`src/hdl/tmo_pkg.sv`:
```
package tmo_pkg;
    // -------------------------------------------------------------
    // register map (byte addresses on the plain register port)
    // -------------------------------------------------------------
    localparam int ADDR_W = 12;
    localparam logic [11:0] OFS_COUNT_LOW = 12'h59C;
    localparam logic [11:0] OFS_COUNT_HIGH = 12'h59D;
    localparam logic [11:0] OFS_CONTROL_ZERO = 12'h59E;
    localparam logic [11:0] OFS_CONTROL_ONE = 12'h59F;

    // -------------------------------------------------------------
    // field positions
    // -------------------------------------------------------------
    localparam int CZ_ENABLE_BIT = 7;
    localparam int CZ_OUT_BIT = 5;
    localparam int CZ_WIDE_BIT = 4;
    localparam int CZ_POST_LSB = 0;
    localparam int CO_CS_LSB = 5;
    localparam int CO_ASYNC_BIT = 4;
    localparam int CO_PRE_LSB = 0;

    // -------------------------------------------------------------
    // reset values
    // -------------------------------------------------------------
    localparam logic [7:0] RST_COUNT_LOW = 8'h00;
    localparam logic [7:0] RST_COUNT_HIGH = 8'h00;
    localparam logic [7:0] RST_CONTROL = 8'h00;
    localparam logic [7:0] READ_UNMAPPED = 8'h00;

    // -------------------------------------------------------------
    // clock source codes
    // -------------------------------------------------------------
    typedef enum logic [2:0] {
        CS_PIN = 3'h0,
        CS_PIN_INV = 3'h1,
        CS_INSTR = 3'h2,
        CS_HIGH_OSC = 3'h3,
        CS_LOW_OSC = 3'h4,
        CS_MEDIUM_OSC = 3'h5,
        CS_SECONDARY = 3'h6,
        CS_LOGIC_CELL = 3'h7
    } tmo_source_t;

    // -------------------------------------------------------------
    // timing
    // -------------------------------------------------------------
    localparam int INSTR_DIV = 4;
    localparam logic [1:0] INSTR_LAST = 2'(INSTR_DIV - 1);
    localparam int PRE_W = 15;
endpackage

```
`src/hdl/tmo_source_select.sv`:
```
`timescale 1ns/1ps
module tmo_source_select
    import tmo_pkg::*;
(
    input wire logic clock,
    input wire logic rst,
    input wire logic [2:0] sourceSel,
    input wire logic instrTick,
    input wire logic inputPin,
    input wire logic highOsc,
    input wire logic lowOsc,
    input wire logic mediumOsc,
    input wire logic secondaryOsc,
    input wire logic logicCellOne,
    output logic sourceEdge
);
    logic level;
    logic prevLevel;

    // -------------------------------------------------------------
    // source mux
    // -------------------------------------------------------------
    always_comb begin
        case (tmo_source_t'(sourceSel))
            CS_PIN: level = inputPin;
            CS_PIN_INV: level = ~inputPin;
            CS_HIGH_OSC: level = highOsc;
            CS_LOW_OSC: level = lowOsc;
            CS_MEDIUM_OSC: level = mediumOsc;
            CS_SECONDARY: level = secondaryOsc;
            CS_LOGIC_CELL: level = logicCellOne;
            default: level = 1'b0;
        endcase
    end

    always_ff @(posedge clock or posedge rst) begin
        if (rst) begin
            prevLevel <= 1'b0;
        end else begin
            prevLevel <= level;
        end
    end

    // instruction clock is already a one-cycle enable, so it is its own edge
    assign sourceEdge = (tmo_source_t'(sourceSel) == CS_INSTR) ? instrTick
                                                               : (level & ~prevLevel);
endmodule

```
`src/hdl/tmo_timer0.sv`:
```
`timescale 1ns/1ps
module tmo_timer0
    import tmo_pkg::*;
(
    input wire logic clock,
    input wire logic rst,
    input wire logic [ADDR_W-1:0] addr,
    input wire logic [7:0] wrData,
    input wire logic wrEn,
    input wire logic rdEn,
    output logic [7:0] rdData,
    input wire logic sleepMode,
    input wire logic inputPin,
    input wire logic highOsc,
    input wire logic lowOsc,
    input wire logic mediumOsc,
    input wire logic secondaryOsc,
    input wire logic logicCellOne,
    input wire logic timerInterruptEnable,
    input wire logic flagClear,
    output logic timerInterruptFlag,
    output logic interruptRequest,
    output logic wakeRequest,
    output logic timerOutputSignal
);
    // -------------------------------------------------------------
    // registers and state
    // -------------------------------------------------------------
    logic [7:0] countLow;
    logic [7:0] countHighOrPeriod;
    logic [7:0] counterHigh;
    logic [7:0] periodBuf;
    logic moduleEnable;
    logic wideCountSelect;
    logic [3:0] postscalerSelect;
    logic [2:0] clockSourceSelect;
    logic asyncInputSelect;
    logic [3:0] prescalerSelect;
    logic [PRE_W-1:0] preCount;
    logic [3:0] postCount;
    logic [1:0] instrDiv;
    logic pendingTick;

    logic instrTick;
    logic sourceEdge;
    logic edgeGuard;
    logic sourceEdgeOk;
    logic running;
    logic [PRE_W-1:0] preMask;
    logic preTick;
    logic countTick;
    logic timerEvent;
    logic matchHit;
    logic rollover;
    logic postHit;
    logic wrLow;
    logic wrHigh;
    logic wrCtl;
    logic rdLow;

    // -------------------------------------------------------------
    // register decode
    // -------------------------------------------------------------
    assign wrLow = wrEn && (addr == OFS_COUNT_LOW);
    assign wrHigh = wrEn && (addr == OFS_COUNT_HIGH);
    assign wrCtl = wrEn && ((addr == OFS_CONTROL_ZERO) || (addr == OFS_CONTROL_ONE));
    assign rdLow = rdEn && (addr == OFS_COUNT_LOW);

    always_ff @(posedge clock or posedge rst) begin
        if (rst) begin
            moduleEnable <= 1'b0;
            wideCountSelect <= 1'b0;
            postscalerSelect <= RST_CONTROL[3:0];
        end else if (wrEn && addr == OFS_CONTROL_ZERO) begin
            moduleEnable <= wrData[CZ_ENABLE_BIT];
            wideCountSelect <= wrData[CZ_WIDE_BIT];
            postscalerSelect <= wrData[CZ_POST_LSB +: 4];
        end
    end

    always_ff @(posedge clock or posedge rst) begin
        if (rst) begin
            clockSourceSelect <= RST_CONTROL[2:0];
            asyncInputSelect <= 1'b0;
            prescalerSelect <= RST_CONTROL[3:0];
        end else if (wrEn && addr == OFS_CONTROL_ONE) begin
            clockSourceSelect <= wrData[CO_CS_LSB +: 3];
            asyncInputSelect <= wrData[CO_ASYNC_BIT];
            prescalerSelect <= wrData[CO_PRE_LSB +: 4];
        end
    end

    // read data stand for exactly the cycle after the strobe
    always_ff @(posedge clock or posedge rst) begin
        if (rst) begin
            rdData <= READ_UNMAPPED;
        end else if (rdEn) begin
            case (addr)
                OFS_COUNT_LOW: rdData <= countLow;
                OFS_COUNT_HIGH: rdData <= countHighOrPeriod;
                OFS_CONTROL_ZERO: rdData <= {moduleEnable, 1'b0, timerOutputSignal,
                                             wideCountSelect, postscalerSelect};
                OFS_CONTROL_ONE: rdData <= {clockSourceSelect, asyncInputSelect,
                                            prescalerSelect};
                default: rdData <= READ_UNMAPPED;
            endcase
        end else begin
            rdData <= READ_UNMAPPED;
        end
    end

    // -------------------------------------------------------------
    // clock source, instruction clock and prescaler
    // -------------------------------------------------------------
    always_ff @(posedge clock or posedge rst) begin
        if (rst) begin
            instrDiv <= 2'h0;
        end else begin
            instrDiv <= instrDiv + 2'h1;
        end
    end
    assign instrTick = (instrDiv == INSTR_LAST);

    tmo_source_select u_source (
        .clock(clock),
        .rst(rst),
        .sourceSel(clockSourceSelect),
        .instrTick(instrTick),
        .inputPin(inputPin),
        .highOsc(highOsc),
        .lowOsc(lowOsc),
        .mediumOsc(mediumOsc),
        .secondaryOsc(secondaryOsc),
        .logicCellOne(logicCellOne),
        .sourceEdge(sourceEdge)
    );

    // a source switch compares the new level with the old one; one lost edge
    // after a control write is cheaper than a spurious count
    always_ff @(posedge clock or posedge rst) begin
        if (rst) begin
            edgeGuard <= 1'b1;
        end else begin
            edgeGuard <= wrCtl;
        end
    end
    assign sourceEdgeOk = sourceEdge && !edgeGuard;

    // the system clock is gone in sleep, so only asynchronous mode keeps going
    assign running = moduleEnable && !(sleepMode && !asyncInputSelect);

    // mask bit i joins the compare once the ratio needs that stage
    for (genvar i = 0; i < PRE_W; i++) begin : g_pre_mask
        assign preMask[i] = (prescalerSelect > 4'(i));
    end
    assign preTick = running && sourceEdgeOk && ((preCount & preMask) == preMask);

    always_ff @(posedge clock or posedge rst) begin
        if (rst) begin
            preCount <= '0;
        end else if (wrLow || wrCtl) begin
            preCount <= '0;
        end else if (running && sourceEdgeOk) begin
            preCount <= preCount + PRE_W'(1);
        end
    end

    // synchronous mode: a prescaled edge waits for the next instruction tick
    always_ff @(posedge clock or posedge rst) begin
        if (rst) begin
            pendingTick <= 1'b0;
        end else if (wrLow || wrCtl || !running || asyncInputSelect) begin
            pendingTick <= 1'b0;
        end else if (instrTick) begin
            pendingTick <= 1'b0;
        end else if (preTick) begin
            pendingTick <= 1'b1;
        end
    end

    always_comb begin
        if (asyncInputSelect) begin
            countTick = preTick;
        end else begin
            countTick = running && instrTick && (pendingTick || preTick);
        end
    end

    // -------------------------------------------------------------
    // counter
    // -------------------------------------------------------------
    assign matchHit = !wideCountSelect && (countLow == periodBuf);
    assign rollover = wideCountSelect && (countLow == 8'hFF) && (counterHigh == 8'hFF);
    assign timerEvent = countTick && !wrLow && (matchHit || rollover);

    // a low-byte write wins over a count that falls in the same cycle
    always_ff @(posedge clock or posedge rst) begin
        if (rst) begin
            countLow <= RST_COUNT_LOW;
        end else if (wrLow) begin
            countLow <= wrData;
        end else if (countTick) begin
            if (matchHit) begin
                countLow <= 8'h00;
            end else begin
                countLow <= countLow + 8'h01;
            end
        end
    end

    // the high byte counts on a carry out of the low byte in wide mode and loads the high register on a low-byte write
    always_ff @(posedge clock or posedge rst) begin
        if (rst) begin
            counterHigh <= RST_COUNT_HIGH;
        end else if (wrLow) begin
            counterHigh <= countHighOrPeriod;
        end else if (countTick && wideCountSelect && countLow == 8'hFF) begin
            counterHigh <= counterHigh + 8'h01;
        end
    end

    always_ff @(posedge clock or posedge rst) begin
        if (rst) begin
            countHighOrPeriod <= RST_COUNT_HIGH;
        end else if (wrHigh) begin
            countHighOrPeriod <= wrData;
        end else if (rdLow && wideCountSelect) begin
            countHighOrPeriod <= counterHigh;
        end
    end

    always_ff @(posedge clock or posedge rst) begin
        if (rst) begin
            periodBuf <= RST_COUNT_HIGH;
        end else if (countTick && matchHit && !wrLow) begin
            periodBuf <= countHighOrPeriod;
        end
    end

    // -------------------------------------------------------------
    // postscaler, output and flag
    // -------------------------------------------------------------
    // low-byte and control writes clear the count, so a new ratio never meets a stale partial count
    assign postHit = timerEvent && (postCount == postscalerSelect);

    always_ff @(posedge clock or posedge rst) begin
        if (rst) begin
            postCount <= 4'h0;
        end else if (wrLow || wrCtl) begin
            postCount <= 4'h0;
        end else if (postHit) begin
            postCount <= 4'h0;
        end else if (timerEvent) begin
            postCount <= postCount + 4'h1;
        end
    end

    always_ff @(posedge clock or posedge rst) begin
        if (rst) begin
            timerOutputSignal <= 1'b0;
        end else if (postHit) begin
            timerOutputSignal <= ~timerOutputSignal;
        end
    end

    // a toggle in the clearing cycle wins, so no event is lost
    always_ff @(posedge clock or posedge rst) begin
        if (rst) begin
            timerInterruptFlag <= 1'b0;
        end else if (postHit) begin
            timerInterruptFlag <= 1'b1;
        end else if (flagClear) begin
            timerInterruptFlag <= 1'b0;
        end
    end

    // -------------------------------------------------------------
    // interrupt and wake requests
    // -------------------------------------------------------------
    assign interruptRequest = timerInterruptFlag && timerInterruptEnable;
    // only asynchronous counting can raise an event without the system clock
    assign wakeRequest = interruptRequest && sleepMode && asyncInputSelect;
endmodule

```
`config.mk`:
```
export PLATFORM = sky130hd
export DESIGN_NAME = tmo_timer0
export DESIGN_NICKNAME = d
export VERILOG_FILES = /design/src/hdl/tmo_pkg.sv /design/src/hdl/tmo_source_select.sv /design/src/hdl/tmo_timer0.sv
export SDC_FILE = /design/constraint.sdc
export NUM_CORES = 1
export LEC_CHECK = 0
export BUFFER_PORTS_ARGS = -buffer_cell sky130_fd_sc_hd__buf_2
export CELL_PAD_IN_SITES_DETAIL_PLACEMENT = 2
export CELL_PAD_IN_SITES_GLOBAL_PLACEMENT = 2
export CORE_MARGIN = 2
export CORE_UTILIZATION = 41
export CTS_CLUSTER_SIZE = 12
export DETAILED_ROUTE_END_ITERATION = 10
export GPL_TIMING_DRIVEN = 0
export PLACE_DENSITY = 0.86
export SLEW_MARGIN = 20
export SYNTH_ARGS = -nofsm -noshare
export SYNTH_HDL_FRONTEND = slang
export SYNTH_SLANG_ARGS = --single-unit
```
`constraint.sdc`:
```
create_clock -name clock -period 3.9 [get_ports clock]
set_input_delay 0.585 -clock clock [delete_from_list [all_inputs] [get_ports clock]]
set_output_delay 0.585 -clock clock [all_outputs]
set_load 0.02 [all_outputs]
```
# Word level (Yosys, flattened, before mapping)
# Index checks and enable logic that the tools add are counted.
# totals
reg_bits,80
mem_bits_ro,0
latchBits,0
ramBits,0
output_inout_bits,12
mem_count,0
# op_classes
n_shift,0
add_sub_neg,5
n_mux,22
order_cmp,15
div,0
multipliers,0
bitwise,5
n_reduce_logical,47
n_eq_ne,17
# op_table
op,n
two-way mux 8 bit,8
"== test 12 x 11 -> 1 bit, second input constant",4
one-hot mux 8 bit (4 select lines),1
two-way mux 15 bit,2
"> comparator 4 bit, second input constant",7
logical AND 1 bit,27
"adder 8 x 1 -> 8 bit, second input constant",2
"== test 8 bit, second input constant",2
"> comparator 4 x 3 -> 1 bit, second input constant",4
"adder 15 x 1 -> 15 bit, second input constant",1
AND 15 bit,1
== test 15 bit,1
"== test 3 bit, second input constant",4
two-way mux 4 bit,3
nonzero test 2 bit,5
== test 8 bit,1
"> comparator 4 x 1 -> 1 bit, second input constant",2
"> comparator 4 x 2 -> 1 bit, second input constant",2
two-way mux 1 bit,7
one-hot mux 1 bit (7 select lines),1
"== test 3 x 2 -> 1 bit, second input constant",2
logical NOT 1 bit,6
logical OR 1 bit,6
nonzero test 3 bit,2
other kinds (8),10

# Longest topological paths before layout
# Gate-level depths: netlist of the first run.
# logic_depth
ltp_word,15
mapped_depth,9
mapped_depth_nobuf,8

# Hierarchy
# Synthesis of the first run repeated with hierarchy kept, for this count alone.
# hier_totals
hier_cells,428
hier_area_um2,4332.9
# by_module_without_submodules
module,instances,area_per_inst_um2,cells_per_inst
tmo_timer0,1,4224.1,417
tmo_source_select,1,108.9,11

# Worst setup path after synthesis of the first run
# No wires, ideal clock.
# synth_path
path_kind,input port to flip-flop
start,input inputPin
end,register periodBuf[1]
setup_ns,0.125
arrival_time_ns,2.288
path_buffers,0
cell_stages,7
path_slack_ns,1.487
required_time_ns,3.775
cell_sequence,or3b_1 a21oi_1 o21ai_1 nand2_2 a21boi_2 nor4b_4 mux2_2
# synth_between
elab_chain_len,12
# synth_rtl
item,line,source
from (decl),tmo_timer0.sv:13,"input wire logic inputPin,"
NOT 1 bit,tmo_source_select.sv:26,CS_PIN_INV: level = ~inputPin;
one-hot mux 1 bit (7 select lines) *,tmo_source_select.sv:24,case (tmo_source_t'(sourceSel))
AND 1 bit *,tmo_source_select.sv:46,: (level & ~prevLevel);
two-way mux 1 bit *,tmo_source_select.sv:45,assign sourceEdge = (tmo_source_t'(sourceSel) == CS_INSTR) ? instrTick
logical AND 1 bit *,tmo_timer0.sv:147,assign sourceEdgeOk = sourceEdge && !edgeGuard;
logical AND 1 bit * (2 in a row),tmo_timer0.sv:156,assign preTick = running && sourceEdgeOk && ((preCount & preMask) == preMask);
logical OR 1 bit,tmo_timer0.sv:185,countTick = running && instrTick && (pendingTick || preTick);
logical AND 1 bit,tmo_timer0.sv:185,
two-way mux 1 bit *,tmo_timer0.sv:182,if (asyncInputSelect) begin
logical AND 1 bit * (2 in a row),tmo_timer0.sv:235,end else if (countTick && matchHit && !wrLow) begin
to (signal assigned),tmo_timer0.sv:236,periodBuf <= countHighOrPeriod;
to (decl),tmo_timer0.sv:32,logic [7:0] periodBuf;
# Every way passes the cells marked *; elsewhere a longest branch is shown, timed or not.
# A chain may end at the register's enable or synchronous reset.

# Worst setup path in the final report of the first run
# layout_path
start,register countLow[0]
end,register postCount[3]
# layout_between
elab_chain_len,8
elab_cells_between_ends,11
classes_between,eq/ne (2); mux (2); reduce/logical (7)
# layout_rtl
item,line,source
from (decl),tmo_timer0.sv:29,logic [7:0] countLow;
from (signal assigned),tmo_timer0.sv:201,countLow <= wrData;
from (signal assigned),tmo_timer0.sv:206,countLow <= countLow + 8'h01;
== test 8 bit,tmo_timer0.sv:193,assign rollover = wideCountSelect && (countLow == 8'hFF) && (counterHigh == 8'hFF);
logical AND 1 bit (2 in a row),tmo_timer0.sv:193,
logical OR 1 bit *,tmo_timer0.sv:194,assign timerEvent = countTick && !wrLow && (matchHit || rollover);
logical AND 1 bit *,tmo_timer0.sv:194,
logical AND 1 bit,tmo_timer0.sv:244,assign postHit = timerEvent && (postCount == postscalerSelect);
two-way mux 4 bit,tmo_timer0.sv:251,end else if (postHit) begin
two-way mux 4 bit,tmo_timer0.sv:249,end else if (wrLow || wrCtl) begin
to (signal assigned),tmo_timer0.sv:254,postCount <= postCount + 4'h1;
to (decl),tmo_timer0.sv:40,logic [3:0] postCount;
# Marks and branches as above.

==> results of run 1 <==
placed cells by master, fill, tap and decap left out, drive strengths merged, types with 3 or more instances in the layout:
cell type  synthesis  layout
or4b               3       3
a21o               3       3
o31ai              3       3
or4               13      13
dfrtp             79      79
ha                 5       5
nand4b             3       3
nor4               7       7
nor2              33      33
nand2b            11      11
nor2b              6       6
and3              18      18
nand4              8       8
nand3              8       8
a31oi             15      15
nand2             42      42
o41ai              3       3
inv               14      14
xor2              12      12
a21oi             16      16
xnor2             15      15
mux4               8       8
buf                4      49
o21ai             30      30
mux2              23      23
and2               4       4
nor3               5       5
a22oi              9       9
nor3b              4       4
clkbuf            19      32
flip-flops by register name (all words and copies together), names as in the netlist, 3 cells and up:
name,count
preCount,15
countLow,8
clockSourceSelect,3
periodBuf,8
postCount,4
prescalerSelect,4
counterHigh,8
postscalerSelect,4
rdData,8
countHighOrPeriod,8
final cells by class:
class                   instances  area (um^2)
plain buffers                  23        97.59
clock buffers                  13        158.9
clock inverters                 3        65.06
fillers                      1145         5612
inverters                      14        55.05
multi-input cells             334         2331
flip-flops and latches         80         2003
well taps                     140        175.2
repair buffers                 45        247.7
where the power goes:
part / internal, mW / leakage (nW) / total, mW / switching (mW)
logic: 0.0364 / 1.19 / 0.0990 / 0.0627
clock network: 0.396 / 0.114 / 0.735 / 0.338
registers: 0.836 / 1.06 / 0.847 / 0.0108
per-layer routing:
layer / wire (um) / global-route usage, % / share of wire, % / vias up
met3: 1001 / 6.751 / 6.0 / 44
met1: 6769 / 38.05 / 40 / 2077
met4: 448 / 10.90 / 2.7 / 0
met5: 0 / 0 / 0 / -
li1: - / - / - / 1770
met2: 8543 / 51.34 / 51 / 161
final timing paths:
check	start	end	slack, ns
worst max-delay path	countLow[0]$_DFFE_PP0P_	postCount[3]$_DFFE_PP0P_	0.82
worst min-delay path	rst	preCount[9]$_DFFE_PP0P_	0.20
worst max register to register	countLow[0]$_DFFE_PP0P_	postCount[3]$_DFFE_PP0P_	0.82
worst min register to register	instrDiv[0]$_DFF_PP0_	instrDiv[0]$_DFF_PP0_	0.46
max in group asynchronous	rst	asyncInputSelect$_DFFE_PP0P_	3.09
min in group clock	instrDiv[0]$_DFF_PP0_	instrDiv[0]$_DFF_PP0_	0.46
through the flow:
stage / hold WS (ns) / util (%) / power [mW] / instances
5_1_grt: 0.2193 / 47.78 / 1.729 / 652
3_3_place_gp: 0.4132 / 45.41 / 0.9481 / 635
3_5_place_dp: 0.4307 / 45.69 / 0.9582 / 636
4_1_cts: 0.2061 / 47.78 / 1.687 / 652
2_1_floorplan: 0.4006 / - / 0.9075 / 451
6_report: 0.1983 / 47.78 / 1.680 / 652
kinds of logic (layout without fill, tap and decap cells):
| group | after synthesis | count (layout) |
|---|---|---|
| compound gates | 93 | 93 |
| xor+xnor | 27 | 27 |
| fa+ha+maj | 5 | 5 |
| buf+inv | 37 | 98 |
| flops | 80 | 80 |
| mux | 32 | 32 |
| simple gates | 177 | 177 |
worst max-delay path, cell delays in order, from the launching register on:
cell and delay (ns):
dfrtp_1 0.50, ha_1 0.26, and3_1 0.24, and3_1 0.24
nand4_1 0.36, o21bai_1 0.39, nand3_1 0.27, or4_1 0.54
a21oi_1 0.20
==> impl_metrics.py, run 1 <==
metrics = {
    "grt": {
        "globalRouteTotalUtil_pct": 30.35,
        "grt_overflow": 0,
        "grt_antenna_before_repair": 0,
        "first_global_vias": 4503,
        "grt_max_degree": 54,
        "grt_pass1_wl_um": 26280,
    },
    "detailed_routing": {
        "viasPerCell": 6.215,
        "wire_per_inst_um": 25.71,
        "drc_errors": 0,
        "postRouteAntennaNets": 0,
        "dr.pass1.iters": 5,
        "vias": 4052,
        "wl_um": 16760,
        "drtIter0Drc": 281,
    },
    "timing": {
        "relSlewSlack_pct": 33.03,
        "setup_slack_ns": 0.8193,
        "worstMarginPinSlew_ns": 1.005,
        "slew_viol_final": 0,
        "finalHoldViolCount": 0,
        "setup_tns_ns": 0,
        "max_freq_mhz": 324.6,
        "setup_viol": 0,
        "layout_min_cycle_time_ns": 3.081,
        "timing.final.crit_share_pct": 78.99,
        "clock_skew_ns": 0.01452,
        "rsz0062_at_grt": "false",
    },
    "yosys": {
        "yosys.area_share.simple_pct": 22.13,
        "synth_area_um2": 4484,
        "synth.most_common_cell": "dfrtp_1",
        "synthMuxAreaShare_pct": 10.02,
        "yosys-top-cells-area": "dfrtp_1 44%, mux2_2 5.5%, mux4_2 4.0%",
        "yosysSeqAreaShare_pct": 44.67,
        "syn_nets": 489,
        "synth_xor_area_share_pct": 5.273,
        "synth_top_cell_area_share_pct": 44.08,
        "synth_edf_count": 0,
        "synth_commonest_cells": "79 x dfrtp_1, 41 x nand2_1, 33 x nor2_1",
        "synthCells": 451,
        "synth_cell_types": 59,
        "synth_compound_area_share_pct": 13.17,
        "ys_ff_latch": 80,
        "synthArstFlopShare_pct": 100.0,
        "yosys_warnings": 0,
        "synth_top_family_by_area": "simple AND/OR/NAND/NOR gates",
        "synth_top_area_cell": "dfrtp_1",
        "synth_adder_area_share_pct": 1.395,
        "synthFlopType": "dfrtp_1",
        "avgSynthCellArea_um2": 9.943,
    },
    "power": {
        "power.leakage_nw": 2.359,
        "power.density_nw_per_um2": 327.3,
        "vdd_drop_max_mv": 0.2245,
    },
    "die": {
        "io_pins": 45,
        "initial_core_util_pct": 41.73,
        "rows": 38,
        "fp.coreArea_um2": 10750,
        "die_h_um": 108.6,
        "die_w_um": 108.6,
        "die_area_um2": 11790,
    },
    "run_status": {
        "status": "complete, no violations",
    },
    "clock_tree": {
        "cts_buffers": 9,
        "cts_hold_buf": 0,
        "cts_tree": "built",
        "h-tree-depth": 3,
        "clock_path_buffers": 2,
        "clock-sinks": 80,
        "clkTransAtPathRegs_ns": 0.09,
        "postCtsSetupRepairBufs": 0,
        "cts_resized": 0,
        "clk_latency_ns": 0.38,
        "cts_root_buf": "clkbuf_8",
    },
    "finish": {
        "drive_gt1_share_pct": 20.31,
        "final_area_um2": 5134,
        "antenna_cells": 0,
        "area_growth_pct": 14.48,
        "fin_nets": 545,
    },
    "critical_path": {
        "end_kind": "flip-flop",
        "cp_max_fo": 9,
        "reg2regPathDepth": 8,
        "critPathRequiredTime_ns": 4.19,
        "worstSetupPathType": "flip-flop to flip-flop",
        "worst_setup_path_start_kind": "flip-flop",
        "critPathArrivalTime_ns": 3.37,
    },
    "placement": {
        "hpwl_um": 11600,
        "gp_congestion": 0.8311,
        "io_buffers": 44,
        "post_dp_cell_area_um2": 4910,
        "dp_slack_ns": 0.8753,
    },
    "hold_path": {
        "hold_class": "input pin to asynchronous set/reset pin",
    },
    "flow_run": {
        "drv_cap": 0,
    },
}
Power figures use the tool's default switching activity.
==> run 2, diff against run 1 <==
CORE_UTILIZATION = 34   (was 41)
PLACE_DENSITY = 0.76   (was 0.86)
clock period = 2.6 ns   (was 3.9 ns; I/O delays follow)
==> impl_metrics.py, run 2 (same netlist as run 1, synthesis figures left out) <==
metrics = {
    "placement": {
        "io_buffers": 44,
        "dp_slack_ns": -0.3820,
        "hpwl_um": 11250,
        "gp_congestion": 0.8188,
    },
    "timing": {
        "setup_slack_ns": 0.08926,
        "holdWs_ns": 0.09936,
        "relSlewSlack_pct": 34.67,
        "slew_viol_final": 0,
        "timing.final.crit_share_pct": 96.57,
        "clock_skew_ns": 0.009858,
        "layout_min_cycle_time_ns": 2.511,
        "finalHoldViolCount": 0,
        "setup_viol": 0,
        "max_freq_mhz": 398.3,
        "setup_tns_ns": 0,
        "worstMarginPinSlew_ns": 0.9799,
    },
    "grt": {
        "grt_pass1_wl_um": 24500,
        "first_global_vias": 4310,
        "grt_max_degree": 42,
        "globalRouteTotalUtil_pct": 22.57,
        "grt_antenna_before_repair": 0,
        "grt_overflow": 0,
    },
    "die": {
        "io_pins": 45,
        "fp.coreArea_um2": 12770,
        "die_w_um": 118.8,
        "initial_core_util_pct": 35.11,
        "die_h_um": 118.8,
        "rows": 41,
        "die_area_um2": 14120,
    },
    "power": {
        "vdd_drop_max_mv": 0.2225,
        "p_total_mw": 2.773,
        "power.leakage_nw": 2.449,
        "power.density_nw_per_um2": 515.2,
    },
    "critical_path": {
        "worst_setup_path_start_kind": "flip-flop",
        "r2r_slack_ns": 0.09,
        "critPathArrivalTime_ns": 2.77,
        "critPathRequiredTime_ns": 2.86,
        "worstSetupPathType": "flip-flop to flip-flop",
        "end_kind": "flip-flop",
        "cp_max_fo": 10,
    },
    "finish": {
        "largest_reg_flops": 15,
        "drive_gt1_share_pct": 23.79,
        "regMostFlops": "preCount",
        "final_common_cell": "dfrtp_1",
        "antenna_cells": 0,
        "fin_nets": 551,
        "final_cell_mix": "75 x dfrtp_1, 45 x buf_2, 41 x nand2_1",
        "area_growth_pct": 20.03,
    },
    "hold_path": {
        "hold_class": "input pin to asynchronous set/reset pin",
    },
    "detailed_routing": {
        "wire_per_inst_um": 22.10,
        "dr.pass1.iters": 4,
        "postRouteAntennaNets": 0,
        "drc_errors": 0,
        "vias": 3881,
        "wl_um": 15230,
        "viasPerCell": 5.633,
        "drtIter0Drc": 173,
    },
    "clock_tree": {
        "clock_path_buffers": 2,
        "clk_latency_ns": 0.35,
        "clkTransAtPathRegs_ns": 0.06,
        "cts_root_buf": "clkbuf_16",
        "h-tree-depth": 3,
        "cts_hold_buf": 0,
        "cts_buffers": 9,
        "clock-sinks": 80,
        "cts_tree": "built",
    },
    "run_status": {
        "status": "complete, no violations",
    },
    "flow_run": {
        "drv_cap": 0,
    },
}
-- run 2: repair_timing --
item,4_1_cts,5_1_grt
pin swaps,2,3
buffers inserted,4,3
setup endpoints to repair,22,24
gates resized for setup,4,17
-- run 2: through the flow --
step	cell area [um^2]	std cells	util, %
2_1_floorplan	4484	451	-
3_3_place_gp	4920	667	38.52
3_5_place_dp	4942	668	38.69
4_1_cts	5294	687	41.44
5_1_grt	5383	689	42.14
6_report	5383	689	42.14
-- run 2: cell type report --
cell class | instances | area [um^2]
Sequential cell | 80 | 2008
Multi-Input combinational cell | 334 | 2409
Clock inverter | 4 | 70.07
Tap cell | 172 | 215.2
Fill cell | 1375 | 7391
Buffer | 22 | 100.1
Timing Repair Buffer | 52 | 292.8
Clock buffer | 11 | 232.7
Inverter | 14 | 55.05
-- run 2: worst max-delay path, cell delays in order, from the launching register on --
cell and delay (ns):
dfrtp_1 0.48, or3b_1 0.41, a21oi_1 0.15, o21ai_1 0.18
nand2_2 0.20, a21boi_4 0.11, buf_6 0.16, or4_1 0.53
a31oi_1 0.22
-- run 2: report_power, final --
| group | internal [mW] | leakage, nW | switching [mW] | total, mW |
|---|---|---|---|---|
| clock network | 0.833 | 0.149 | 0.519 | 1.35 |
| logic | 0.0580 | 1.25 | 0.0912 | 0.149 |
| registers | 1.26 | 1.05 | 0.0158 | 1.27 |
-- run 2: worst paths after layout --
kind,from,endpoint,cells past startpoint
max,clockSourceSelect[1]$_DFFE_PP0P_,countLow[7]$_DFFE_PP0P_,8
min,rst,preCount[11]$_DFFE_PP0P_,2
max reg2reg,clockSourceSelect[1]$_DFFE_PP0P_,countLow[7]$_DFFE_PP0P_,8
min reg2reg,instrDiv[0]$_DFF_PP0_,instrDiv[0]$_DFF_PP0_,1
max in group asynchronous,rst,edgeGuard$_DFF_PP1_,3
min in group clock,flagClear,timerInterruptFlag$_DFFE_PP0P_,3
-- run 2: metal layers --
metal,track usage (%),part of all wire [%]
met2,38.72,51
met4,6.101,1.4
met3,3.592,2.8
met5,0,0
met1,29.58,45
==> run 3, diff against run 2 <==
CORE_UTILIZATION = 30   (was 34)
PLACE_DENSITY = 0.68   (was 0.76)
==> impl_metrics.py, run 3 (same netlist as run 1, synthesis figures left out) <==
metrics = {
    "timing": {
        "slew_viol_final": 0,
        "layout_min_cycle_time_ns": 2.468,
        "holdWs_ns": 0.03559,
        "finalHoldViolCount": 0,
        "clock_skew_ns": 0.009005,
        "relSlewSlack_pct": 43.60,
        "setup_viol": 0,
        "setup_tns_ns": 0,
        "worstMarginPinSlew_ns": 0.8383,
        "timing.final.crit_share_pct": 94.91,
        "setup_slack_ns": 0.1324,
        "max_freq_mhz": 405.2,
    },
    "finish": {
        "finalNonFillerCells": 703,
        "fin_nets": 552,
        "final_cell_mix": "76 x dfrtp_1, 45 x buf_2, 41 x nand2_1",
        "regMostFlops": "preCount",
        "drive_gt1_share_pct": 24.28,
        "area_growth_pct": 20.48,
        "fill_cells": 1574,
        "final_common_cell": "dfrtp_1",
        "fin_util_pct": 37.03,
        "final_area_um2": 5403,
        "antenna_cells": 0,
        "largest_reg_flops": 15,
    },
    "flow_run": {
        "drv_cap": 0,
    },
    "critical_path": {
        "cpLargestDelayFamily": "simple AND/OR/NAND/NOR gates",
        "end_kind": "flip-flop",
        "cpMostUsedCell": "and3_1",
        "cp_slowest_stage_delay_ns": 0.44,
        "critPathArrivalTime_ns": 2.75,
        "worst-path-buf-inv": 1,
        "cp_max_fo": 8,
        "worst_setup_path_start_kind": "flip-flop",
        "critPathSlowestCell": "dfrtp_2",
        "worstSetupPathType": "flip-flop to flip-flop",
        "critPathRequiredTime_ns": 2.88,
        "path_cells": "ha_1, and3_1, and3_1, nand4_1, buf_4, nor4_1, a31oi_2, or3_1, nand3_1",
    },
    "clock_tree": {
        "clk_latency_ns": 0.35,
        "clock-sinks": 80,
        "cts_hold_buf": 0,
        "h-tree-depth": 3,
        "cts_buffers": 9,
        "clkTransAtPathRegs_ns": 0.07,
        "cts_tree": "built",
        "cts_root_buf": "clkbuf_16",
        "clock_path_buffers": 2,
    },
    "die": {
        "die_h_um": 126.3,
        "initial_core_util_pct": 30.74,
        "io_pins": 45,
        "die_area_um2": 15940,
        "die_w_um": 126.3,
        "rows": 44,
        "fp.coreArea_um2": 14590,
    },
    "run_status": {
        "status": "complete, no violations",
    },
    "detailed_routing": {
        "dr.pass1.iters": 4,
        "viasPerCell": 5.515,
        "vias": 3877,
        "wire_per_inst_um": 21.92,
        "postRouteAntennaNets": 0,
        "drc_errors": 0,
        "drtIter0Drc": 163,
        "wl_um": 15410,
    },
    "placement": {
        "hpwl_um": 11170,
        "gp_congestion": 0.8041,
        "io_buffers": 44,
        "dp_slack_ns": -0.3612,
        "post_dp_cell_area_um2": 4965,
        "dpl.cell_count": 680,
    },
    "power": {
        "vdd_drop_max_mv": 0.2992,
        "power.density_nw_per_um2": 501.1,
        "p_total_mw": 2.707,
        "power.leakage_nw": 2.443,
    },
    "grt": {
        "globalRouteTotalUtil_pct": 20.20,
        "grt_max_degree": 55,
        "first_global_vias": 4394,
        "grt_antenna_before_repair": 0,
        "grt_overflow": 0,
        "grt_pass1_wl_um": 25010,
    },
    "hold_path": {
        "hold_class": "input pin to asynchronous set/reset pin",
    },
}
## run 3: final cells by class
cell class | count | area, um^2 | area share, %
clock inverter | 5 | 60.06 | 1.112
multi-input combinational | 334 | 2402 | 44.46
buffer | 21 | 100.1 | 1.853
inverter | 14 | 55.05 | 1.019
tap | 184 | 230.2 | 4.261
clock buffer | 11 | 232.7 | 4.308
timing repair buffer | 54 | 315.3 | 5.836
sequential | 80 | 2007 | 37.15
## run 3: worst paths after layout
kind                       depth (start not counted)  slack, ns                    start                              end
max                                                9       0.13  countLow[1]$_DFFE_PP0P_       counterHigh[3]$_DFFE_PP0P_
min                                                2       0.04                      rst  postscalerSelect[0]$_DFFE_PP0P_
max reg2reg                                        9       0.13  countLow[1]$_DFFE_PP0P_       counterHigh[3]$_DFFE_PP0P_
min reg2reg                                        1       0.45    instrDiv[0]$_DFF_PP0_            instrDiv[0]$_DFF_PP0_
max in group asynchronous                          3       1.91                      rst              edgeGuard$_DFF_PP1_
min in group clock                                 3       0.31                flagClear   timerInterruptFlag$_DFFE_PP0P_
## run 3: where the power goes
part,internal [mW],switching [mW]
clock network,0.745,0.540
registers,1.26,0.0168
logic,0.0593,0.0906
## run 3: layer usage
metal / GRT usage (%) / routed length [um] / vias up
met4: 6.852 / 258 / 0
met3: 2.464 / 476 / 14
met2: 33.52 / 7681 / 72
li1: - / - / 1773
met5: 0 / 0 / -
met1: 27.41 / 6997 / 2018
## run 3: what timing repair did
item | 4_1_cts | 5_1_grt
hold endpoints to repair | 0 | 0
setup endpoints to repair | 22 | 33
setup buffers | 6 | 3
resized for setup | 3 | 22
pin swaps | 3 | 3
